$ cat src/common/rsc_pkg.sv
// Purpose: shared constants for the reset strap configuration loader
// Assumes: 25 MHz core clock, AXI4-Lite register access with 32-bit data
// Notes: byte offsets of one aligned word per register
`default_nettype none
package rsc_pkg;
  // ==========================================================
  // clock and timing
  localparam int unsigned CLK_PERIOD_NS = 40;
  localparam int unsigned RST_MIN_US = 200;
  localparam int unsigned RST_MIN_CYC = (RST_MIN_US * 1000 + CLK_PERIOD_NS - 1) / CLK_PERIOD_NS;
  localparam int unsigned IRQ_PULSE_MIN_US = 5;
  localparam int unsigned IRQ_PULSE_MAX_US = 36;
  localparam int unsigned IRQ_PULSE_US = 20;
  localparam int unsigned IRQ_PULSE_CYC = (IRQ_PULSE_US * 1000) / CLK_PERIOD_NS;
  localparam int unsigned IRQ_MIN_CYC = (IRQ_PULSE_MIN_US * 1000 + CLK_PERIOD_NS - 1) / CLK_PERIOD_NS;
  localparam int unsigned IRQ_MAX_CYC = (IRQ_PULSE_MAX_US * 1000) / CLK_PERIOD_NS;
  // ==========================================================
  // register offsets
  localparam logic [7:0] CTRL_OFS = 8'h00;
  localparam logic [7:0] STRAP_OFS = 8'h04;
  localparam logic [7:0] STAT_OFS = 8'h08;
  localparam logic [7:0] MASK_OFS = 8'h0c;
  localparam logic [7:0] CMD_OFS = 8'h10;
  // ==========================================================
  // field positions
  localparam int CTRL_PULSE_BIT = 0;
  localparam int STRAP_ROLE_BIT = 2;
  localparam int STRAP_GPIO_BIT = 3;
  localparam int STRAP_RST_BIT = 4;
  localparam int EV_SLIP_BIT = 0;
  localparam int EV_REJ_BIT = 1;
  localparam int EV_SHORT_BIT = 2;
  localparam int EV_W = 3;
  // ==========================================================
  // reset values and responses
  localparam logic [31:0] CTRL_RST = 32'h0000_0000;
  localparam logic [EV_W-1:0] MASK_RST = 3'h0;
  localparam logic [1:0] RESP_OKAY = 2'h0;
  localparam logic [1:0] RESP_SLVERR = 2'h2;
endpackage : rsc_pkg
`default_nettype wire

$ cat src/design/rsc_loader.sv
// Purpose: strap capture, chip address filter, role pins and event interrupt
// Assumes: straps held pulled while reset pin low; command word from serial decoder
// Notes: one clock domain; pins pass two flip-flops before use
//
// Summary of operation
// RQ1: device held in reset while reset pin low, runs once it returns high.
// RQ2: controller keeps reset pin low at least 200 us per reset.
// RQ3: with pulse option set, interrupt pin pulses low between 5 and 36 us.
// RQ4: strap pins are inputs while reset pin is low.
// RQ5: each strap must be pulled to a defined level while read.
// RQ6: chip address low bit from low strap, high bit from high strap.
// RQ7: four distinct chip addresses supported on one control bus.
// RQ8: chip address sits in the two least significant command bits.
// RQ9: command accepted only when its chip address equals strapped address.
// RQ10: role strap low selects master, high selects slave.
// RQ11: master drives bit and LR clocks; slave takes them as inputs.
// RQ12: slaves get clocks of equal polarity and matching reference from master.
// RQ13: slave sample slip is shown on interrupt and registers.
// RQ14: modulation and general purpose I/O never active together.
// RQ15: interrupt strap low enables modulation, high enables general I/O.
// RQ16: exactly one device should be strapped as master.
// RQ17: straps latched at reset release and held until next reset.
//
// Design decisions made here: the AXI4-Lite slave port and the register addresses.
`default_nettype none
module rsc_loader
  import rsc_pkg::*;
#(
  parameter int unsigned CMD_W = 16,
  parameter int unsigned RST_MIN = RST_MIN_CYC
) (
  input wire logic core_clk,
  input wire logic rst,
  // AXI4-Lite slave
  input wire logic [7:0] s_axi_awaddr,
  input wire logic s_axi_awvalid,
  output logic s_axi_awready,
  input wire logic [31:0] s_axi_wdata,
  input wire logic [3:0] s_axi_wstrb,
  input wire logic s_axi_wvalid,
  output logic s_axi_wready,
  output logic [1:0] s_axi_bresp,
  output logic s_axi_bvalid,
  input wire logic s_axi_bready,
  input wire logic [7:0] s_axi_araddr,
  input wire logic s_axi_arvalid,
  output logic s_axi_arready,
  output logic [31:0] s_axi_rdata,
  output logic [1:0] s_axi_rresp,
  output logic s_axi_rvalid,
  input wire logic s_axi_rready,
  output logic irq,
  // pins
  input wire logic reset_n_pin,
  input wire logic addr_strap_low_pin_in,
  output logic addr_strap_low_pin_out,
  output logic addr_strap_low_pin_oe,
  input wire logic addr_strap_high_pin_in,
  output logic addr_strap_high_pin_out,
  output logic addr_strap_high_pin_oe,
  input wire logic role_strap_pin_in,
  output logic role_strap_pin_out,
  output logic role_strap_pin_oe,
  input wire logic irq_n_pin_in,
  output logic irq_n_pin_out,
  output logic irq_n_pin_oe,
  input wire logic rx_bit_clock_in,
  output logic rx_bit_clock_out,
  output logic rx_bit_clock_oe,
  input wire logic rx_lr_clock_in,
  output logic rx_lr_clock_out,
  output logic rx_lr_clock_oe,
  output logic rx_master_clock_oe,
  // core side
  input wire logic low_func_out,
  input wire logic high_func_out,
  input wire logic role_func_out,
  input wire logic gen_bit_clock,
  input wire logic gen_lr_clock,
  output logic bit_clock_sync,
  output logic lr_clock_sync,
  input wire logic slip_event,
  input wire logic [CMD_W-1:0] cmd_word,
  input wire logic cmd_valid,
  output logic cmd_write,
  output logic [CMD_W-1:0] cmd_data,
  output logic sys_reset,
  output logic [1:0] chip_addr,
  output logic slave_role,
  output logic mod_enable,
  output logic gpio_enable
);

  function automatic logic [31:0] apply_strb(input logic [31:0] old, input logic [31:0] nw,
                                             input logic [3:0] strb);
    logic [31:0] r;
    r = old;
    for (int i = 0; i < 4; i++) begin
      if (strb[i]) begin
        r[i*8 +: 8] = nw[i*8 +: 8];
      end
    end
    return r;
  endfunction

  // ==========================================================
  // pin synchronisers
  logic [1:0] rstn_ff, lo_ff, hi_ff, role_ff, int_ff, bck_ff, lrck_ff;
  always_ff @(posedge core_clk or posedge rst) begin
    if (rst) begin
      rstn_ff <= 2'h0;
      lo_ff <= 2'h0;
      hi_ff <= 2'h0;
      role_ff <= 2'h0;
      int_ff <= 2'h0;
      bck_ff <= 2'h0;
      lrck_ff <= 2'h0;
    end else begin
      rstn_ff <= {rstn_ff[0], reset_n_pin};
      lo_ff <= {lo_ff[0], addr_strap_low_pin_in};
      hi_ff <= {hi_ff[0], addr_strap_high_pin_in};
      role_ff <= {role_ff[0], role_strap_pin_in};
      int_ff <= {int_ff[0], irq_n_pin_in};
      bck_ff <= {bck_ff[0], rx_bit_clock_in};
      lrck_ff <= {lrck_ff[0], rx_lr_clock_in};
    end
  end
  assign bit_clock_sync = bck_ff[1];
  assign lr_clock_sync = lrck_ff[1];

  // ==========================================================
  // system reset and low width check
  logic in_reset;
  logic [31:0] low_cnt;
  logic short_ev;
  assign in_reset = ~rstn_ff[1]; // RQ1
  assign sys_reset = in_reset; // RQ1
  always_ff @(posedge core_clk or posedge rst) begin
    if (rst) begin
      low_cnt <= 32'(RST_MIN); // rst counts as a full-length reset, never flagged short
      short_ev <= 1'b0;
    end else begin
      short_ev <= 1'b0;
      if (in_reset) begin
        if (low_cnt < RST_MIN) begin
          low_cnt <= low_cnt + 32'h1;
        end
      end else begin
        low_cnt <= 32'h0;
        if (low_cnt != 32'h0 && low_cnt < RST_MIN) begin
          short_ev <= 1'b1; // RQ2
        end
      end
    end
  end

  // ==========================================================
  // strap capture, frozen on release
  logic mod_strap;
  always_ff @(posedge core_clk or posedge rst) begin
    if (rst) begin
      chip_addr <= 2'h0;
      slave_role <= 1'b0;
      mod_strap <= 1'b0;
    end else if (in_reset) begin // RQ17
      chip_addr <= {hi_ff[1], lo_ff[1]}; // RQ6 RQ7
      slave_role <= role_ff[1]; // RQ10
      mod_strap <= int_ff[1];
    end
  end
  assign mod_enable = ~in_reset & ~mod_strap; // RQ15 RQ14
  assign gpio_enable = ~in_reset & mod_strap; // RQ15 RQ14

  // strap pins float as inputs during reset, then resume their functions
  assign addr_strap_low_pin_oe = ~in_reset; // RQ4
  assign addr_strap_high_pin_oe = ~in_reset; // RQ4
  assign role_strap_pin_oe = ~in_reset; // RQ4
  assign addr_strap_low_pin_out = low_func_out;
  assign addr_strap_high_pin_out = high_func_out;
  assign role_strap_pin_out = role_func_out;

  // ==========================================================
  // receive clock pin directions
  assign rx_master_clock_oe = ~in_reset; // RQ11
  assign rx_bit_clock_oe = ~in_reset & ~slave_role; // RQ11
  assign rx_lr_clock_oe = ~in_reset & ~slave_role; // RQ11
  assign rx_bit_clock_out = gen_bit_clock;
  assign rx_lr_clock_out = gen_lr_clock;

  // ==========================================================
  // command address filter
  logic rej_ev;
  always_ff @(posedge core_clk or posedge rst) begin
    if (rst) begin
      cmd_write <= 1'b0;
      cmd_data <= '0;
      rej_ev <= 1'b0;
    end else begin
      cmd_write <= 1'b0;
      rej_ev <= 1'b0;
      if (cmd_valid && !in_reset) begin
        if (cmd_word[1:0] == chip_addr) begin // RQ8 RQ9
          cmd_write <= 1'b1;
          cmd_data <= cmd_word;
        end else begin
          rej_ev <= 1'b1; // RQ9
        end
      end
    end
  end

  // ==========================================================
  // registers and events
  logic [31:0] ctrl;
  logic [EV_W-1:0] stat, mask, ev, w1c;
  logic wr_go;
  logic [7:0] aw_addr;
  logic [31:0] w_data;
  logic [3:0] w_strb;
  logic aw_held, w_held;
  assign ev = {short_ev, rej_ev, slip_event & slave_role};
  assign wr_go = aw_held & w_held & ~s_axi_bvalid;
  assign w1c = (wr_go && aw_addr == STAT_OFS && w_strb[0]) ? w_data[EV_W-1:0] : '0;

  always_ff @(posedge core_clk or posedge rst) begin
    if (rst) begin
      stat <= '0;
    end else begin
      stat <= (stat & ~w1c) | ev; // RQ13
    end
  end

  always_ff @(posedge core_clk or posedge rst) begin
    if (rst) begin
      ctrl <= CTRL_RST;
      mask <= MASK_RST;
    end else if (wr_go) begin
      if (aw_addr == CTRL_OFS) begin
        ctrl <= apply_strb(ctrl, w_data, w_strb);
      end
      if (aw_addr == MASK_OFS && w_strb[0]) begin
        mask <= w_data[EV_W-1:0];
      end
    end
  end

  // ==========================================================
  // interrupt output and pin
  logic irq_act, irq_act_d, pulse_mode;
  logic [15:0] pulse_cnt;
  assign irq_act = |(stat & mask);
  assign irq = irq_act;
  assign pulse_mode = ctrl[CTRL_PULSE_BIT];
  always_ff @(posedge core_clk or posedge rst) begin
    if (rst) begin
      irq_act_d <= 1'b0;
      pulse_cnt <= 16'h0;
    end else begin
      irq_act_d <= irq_act;
      if (irq_act && !irq_act_d) begin
        pulse_cnt <= 16'(IRQ_PULSE_CYC); // RQ3
      end else if (pulse_cnt != 16'h0) begin
        pulse_cnt <= pulse_cnt - 16'h1;
      end
    end
  end
  assign irq_n_pin_oe = ~in_reset; // RQ4
  assign irq_n_pin_out = pulse_mode ? (pulse_cnt == 16'h0) : ~irq_act; // RQ3 RQ13

  // ==========================================================
  // AXI4-Lite write channel
  assign s_axi_awready = ~aw_held & ~s_axi_bvalid;
  assign s_axi_wready = ~w_held & ~s_axi_bvalid;
  always_ff @(posedge core_clk or posedge rst) begin
    if (rst) begin
      aw_held <= 1'b0;
      w_held <= 1'b0;
      aw_addr <= 8'h0;
      w_data <= 32'h0;
      w_strb <= 4'h0;
      s_axi_bvalid <= 1'b0;
      s_axi_bresp <= RESP_OKAY;
    end else begin
      if (s_axi_awvalid && s_axi_awready) begin
        aw_held <= 1'b1;
        aw_addr <= {s_axi_awaddr[7:2], 2'h0};
      end
      if (s_axi_wvalid && s_axi_wready) begin
        w_held <= 1'b1;
        w_data <= s_axi_wdata;
        w_strb <= s_axi_wstrb;
      end
      if (wr_go) begin
        aw_held <= 1'b0;
        w_held <= 1'b0;
        s_axi_bvalid <= 1'b1;
        s_axi_bresp <= (aw_addr == CTRL_OFS || aw_addr == STAT_OFS || aw_addr == MASK_OFS ||
                        aw_addr == STRAP_OFS || aw_addr == CMD_OFS) ? RESP_OKAY : RESP_SLVERR;
      end else if (s_axi_bvalid && s_axi_bready) begin
        s_axi_bvalid <= 1'b0;
      end
    end
  end

  // ==========================================================
  // AXI4-Lite read channel
  logic [31:0] next_rdata;
  logic [7:0] ra;
  assign s_axi_arready = ~s_axi_rvalid;
  always_comb begin
    ra = {s_axi_araddr[7:2], 2'h0};
    next_rdata = 32'h0;
    case (ra)
      CTRL_OFS: next_rdata = ctrl;
      STRAP_OFS: next_rdata = {27'h0, in_reset, mod_strap, slave_role, chip_addr};
      STAT_OFS: next_rdata = {29'h0, stat};
      MASK_OFS: next_rdata = {29'h0, mask};
      CMD_OFS: next_rdata = 32'(cmd_data);
      default: next_rdata = 32'h0;
    endcase
  end
  always_ff @(posedge core_clk or posedge rst) begin
    if (rst) begin
      s_axi_rvalid <= 1'b0;
      s_axi_rdata <= 32'h0;
      s_axi_rresp <= RESP_OKAY;
    end else if (s_axi_arvalid && s_axi_arready) begin
      s_axi_rvalid <= 1'b1;
      s_axi_rdata <= next_rdata;
      s_axi_rresp <= (ra <= CMD_OFS) ? RESP_OKAY : RESP_SLVERR;
    end else if (s_axi_rvalid && s_axi_rready) begin
      s_axi_rvalid <= 1'b0;
    end
  end

  // ==========================================================
  // assertions
  a_reset_holds: assert property (@(posedge core_clk) disable iff (rst) // RQ1
    in_reset |-> !mod_enable && !gpio_enable && !rx_bit_clock_oe && !rx_master_clock_oe)
    else $error("outputs active during reset");
  a_straps_input: assert property (@(posedge core_clk) disable iff (rst) // RQ4
    in_reset |-> !addr_strap_low_pin_oe && !role_strap_pin_oe && !irq_n_pin_oe)
    else $error("strap pin driven during reset");
  a_addr_form: assert property (@(posedge core_clk) disable iff (rst) // RQ6
    in_reset |=> chip_addr == $past(hi_ff[1]) * 2 + $past(lo_ff[1]))
    else $error("chip address not formed from straps");
  a_straps_frozen: assert property (@(posedge core_clk) disable iff (rst) // RQ17
    !in_reset && $past(!in_reset) |-> $stable(chip_addr) && $stable(slave_role)
      && $stable(mod_strap))
    else $error("strap value changed outside reset");
  a_addr_match: assert property (@(posedge core_clk) disable iff (rst) // RQ9
    cmd_valid && !in_reset && cmd_word[1:0] == chip_addr |=> cmd_write && !rej_ev)
    else $error("matching command not accepted");
  a_addr_ignore: assert property (@(posedge core_clk) disable iff (rst) // RQ9
    cmd_write |-> $past(cmd_valid) && $past(cmd_word[1:0]) == chip_addr)
    else $error("command accepted with wrong address");
  a_role_pins: assert property (@(posedge core_clk) disable iff (rst) // RQ11
    !in_reset |-> rx_bit_clock_oe == !slave_role && rx_lr_clock_oe == !slave_role
      && rx_master_clock_oe)
    else $error("clock pin direction wrong for role");
  a_func_excl: assert property (@(posedge core_clk) disable iff (rst) // RQ14
    !(mod_enable && gpio_enable))
    else $error("modulation and general I/O both active");
  a_func_select: assert property (@(posedge core_clk) disable iff (rst) // RQ15
    !in_reset |-> mod_enable == !mod_strap)
    else $error("shared pin function not from strap");
  a_pulse_width: assert property (@(posedge core_clk) disable iff (rst) // RQ3
    pulse_mode && $fell(irq_n_pin_out) && !in_reset |-> !irq_n_pin_out [*5]
      ##[1:900] irq_n_pin_out)
    else $error("interrupt pulse width out of range");
  a_slip_flag: assert property (@(posedge core_clk) disable iff (rst) // RQ13
    slip_event && slave_role |=> stat[EV_SLIP_BIT])
    else $error("slip event not flagged");

endmodule // rsc_loader
`default_nettype wire

$ cat config.mk
export PLATFORM = sky130hd
export DESIGN_NAME = rsc_loader
export DESIGN_NICKNAME = d
export VERILOG_FILES = /design/src/common/rsc_pkg.sv /design/src/design/rsc_loader.sv
export SDC_FILE = /design/constraint.sdc
export NUM_CORES = 1
export LEC_CHECK = 0
export BUFFER_PORTS_ARGS = -buffer_cell sky130_fd_sc_hd__buf_2
export CORE_UTILIZATION = 40
export DETAILED_ROUTE_END_ITERATION = 12
export GPL_TIMING_DRIVEN = 0
export HOLD_SLACK_MARGIN = 0.05
export PLACE_DENSITY = 0.72
export SETUP_SLACK_MARGIN = 0.2
export SKIP_LAST_GASP = 1
export SLEW_MARGIN = 5
export SYNTH_ARGS = -nofsm -noshare
export SYNTH_HDL_FRONTEND = slang
export SYNTH_SLANG_ARGS = --single-unit
$ cat constraint.sdc
create_clock -name core_clk -period 7.55 [get_ports core_clk]
set_clock_uncertainty 0.1 [all_clocks]
set_input_delay 0.3775 -clock core_clk [delete_from_list [all_inputs] [get_ports core_clk]]
set_output_delay 0.3775 -clock core_clk [all_outputs]
set_load 0.02 [all_outputs]
==> metrics.yaml <==
avgSynthCellArea_um2: 12.6
power.total_mw: 3.50
crit_fanout: 10
reg2reg_from: "aw_addr[5]"
yosys-top-cells-area: "dfrtp_1 (60%), mux2_1 (13%), nor2_1 (2.6%), nand2_1 (2.4%), nor2b_1 (2.1%)"
synth_edf_count: 0
clk_path_buf_depth: 3
p_leak_nw: 5.26
hold_path.class: "in -> reg"
rows: 52
end_kind: "output pin"
grt_max_degree: 113
dpl_cell_area_mm2: 0.00948
post-dp-hpwl_um: 13100
ir_drop_mv: 0.201
power_density_mw_per_mm2: 321
worstHoldEndpoint: "cmd_data[0]"
cts_made_buffers: 23
worstPathArrival_ps: 2790
cts_resized: 0
utilization_pct: 53.7
timing.rr.end: "ctrl[1]"
syn_area_mm2: 0.00830
fin_crit_ps: 3270
die_area_mm2: 0.0213
relSlewSlack_pct: 20.3
drtPass1Iterations: 4
core_area_mm2: 0.0203
cts_tree: "done"
fin_nets: 1004
io_buffers: 157
final_antenna_net_count: 0
remaining_drc_errors: 0
route.final.wire_length_um: 19400
synth.distinct_cells: 52
synthXorXnorAreaFrac_pct: 1.90
synthAdderAreaFrac_pct: 0.603
synthMuxAreaShare_pct: 14.6
fmax_ghz: 0.306
async_flop_share_pct: 100
crit_chain: "or4_1 > nor4b_4 > buf_4 > nand3b_1 > mux2i_1 > buf_2"
synth_top_area_share_pct: 60.0
hold_start: "cmd_word[0]"
ys_warn_count: 0
grt_overflow: 0
rrSetupSlack_ps: 4630
status: "completed"
clock_sink_count: 204
ios: 169
area_delta_synth_final_pct: 31.4
fin_crit_sh_pct: 43.3
synthCells: 658
reg2regPathDepth: 5
crit_type: "reg -> out"
ys_seq_elements: 204
vias_per_cell: 5.00
synth-simple-area-share_pct: 13.7
grt_pass1_vias: 6078
ctsHoldBuffers: 68
clk_pin_slew_worst_paths_ps: 60
layout.cells.non_filler: 1197
clock_latency_ps: 500
fin_hold_ws_ps: 92.3
maxSlewViolCount: 0
ys_seq_area_share_pct: 61.6
path_buf_inv: 2
hold_violations: 0
drive_gt1_share_pct: 25.4
wl_per_cell_um: 16.2
rsz0062_at_grt: "false"
antenna_cells: 0
final_area_mm2: 0.0109
drtIter0Drc: 192
grt_pass1_wl_um: 31300
start_kind: "flip-flop"
maxCapViolCount: 0
min_delay_path_depth: 2
crit_required_ps: 7070
worstMarginPinSlew_ps: 1190
yosys.area.top_type: "dfrtp_1"
cts_setup_buffers: 0
synth-compound-area-share_pct: 4.63
start_util_pct: 40.9
critPathMaxStageDelay_ps: 630
synth_top_family_by_area: "multiplexers"
antenna_found_initial: 3
setup_viol: 0
vias: 5981
fp.dieH_um: 146
dp_cells: 1088
routabilityCongestion: 0.835
die_w_um: 146
synthFlopType: "dfrtp_1"
slowest_stage: "or4_1"
cts_root_buf: "clkbuf_16"
track_usage_pct: 18.5
crit_family: "simple AND/OR/NAND/NOR gates"
htreeDepth: 1
## sequential cells by signal (all words and copies together) (netlist names), 2 cells and up
| register | flops |
|---|---|
| chip_addr | 2 |
| w_data | 32 |
| mask | 3 |
| ctrl | 32 |
| bck_ff | 2 |
| low_cnt | 32 |
| lrck_ff | 2 |
| rstn_ff | 2 |
| w_strb | 4 |
| pulse_cnt | 16 |
| hi_ff | 2 |
| stat | 3 |
| role_ff | 2 |
| lo_ff | 2 |
| s_axi_rdata | 32 |
| int_ff | 2 |
| cmd_data | 16 |
| aw_addr | 6 |
## logic make-up after synthesis
group,after synthesis
simple gates,221
flops,204
mux,106
compound gates,53
buf+inv,51
xor+xnor,18
fa+ha+maj,4
other cells,1
## per-stage QoR
stage,setup TNS [ps],worst slack (ps)
floorplan,0,1510
global placement,-144430,-737
detailed placement,0,4560
CTS,0,4260
global route,0,4100
finish,0,4280
## power by group
group / total [mW] / switching (mW) / internal, mW
Combinational: 0.824 / 0.453 / 0.371
Clock: 1.07 / 0.430 / 0.639
Sequential: 1.61 / 0.207 / 1.40
## routing by layer
layer | share of wire [%] | up-vias | global-route usage, %
met5 | 0.21 | - | 0
met4 | 2.2 | 6 | 5.26
met3 | 5.4 | 38 | 3.69
met2 | 49 | 169 | 32.0
met1 | 43 | 2969 | 23.8
li1 | - | 2799 | -
## worst max path at each step
stage,from,to,slack [ps],depth (start not counted)
2_1_floorplan,rst,aw_addr[2],1510,1
3_3_place_gp,rst,cmd_data[0],-740,2
3_5_place_dp,s_axi_araddr[5],s_axi_rdata[1],4560,7
4_1_cts,pulse_cnt[12],irq_n_pin_out,4260,6
5_1_grt,pulse_cnt[12],irq_n_pin_out,4100,6
6_report,pulse_cnt[12],irq_n_pin_out,4280,6
## cells in the mapped netlist (all sizes together) (3+ instances only)
master,number
and2,6
and4,3
a21oi,10
buf,18
a221oi,15
or4,4
and3,5
nand2,53
xnor2,16
nor3,7
inv,12
dfstp,5
or3,7
o21ai,7
nor2b,28
nand4,6
dfrtp,199
nand3,22
a21o,6
ha,4
clkbuf,21
nor2,58
mux2,102
nor4,13
a211oi,4
nor4b,4
## cell usage in the layout, fill, tap and decap left out, types with 4 or more instances in the layout
cell type	instances
a211oi_1	4
a21o_1	6
a21oi_1	10
a221oi_1	15
and2_1	6
and3_1	5
buf_2	160
buf_4	14
clkbuf_1	25
clkbuf_16	23
clkbuf_8	8
dfrtp_1	199
dfstp_2	5
dlygate4sd3_1	68
ha_1	4
inv_1	9
mux2_1	99
nand2_1	53
nand3_1	22
nand4_1	6
nor2_1	58
nor2b_1	28
nor3_1	7
nor4_1	7
nor4_2	6
o21ai_0	5
or3_1	7
xnor2_1	16
## worst register-to-register path, cell delays in order, from the launching register on
cell and delay, ps:
dfrtp_1 390, nor3_1 270, nand4_1 200, nor4_1 820
nand2_1 560, mux2_1 460
## cell type report
| cell class | instances | area [um^2] |
|---|---|---|
| Sequential cell | 204 | 5110 |
| Inverter | 12 | 52.6 |
| Clock buffer | 35 | 701 |
| Buffer | 39 | 199 |
| Tap cell | 270 | 338 |
| Multi-Input combinational cell | 404 | 2960 |
| Fill cell | 1707 | 9390 |
| Clock inverter | 6 | 40.0 |
| Timing Repair Buffer | 227 | 1500 |
Power figures use the tool's default switching activity.
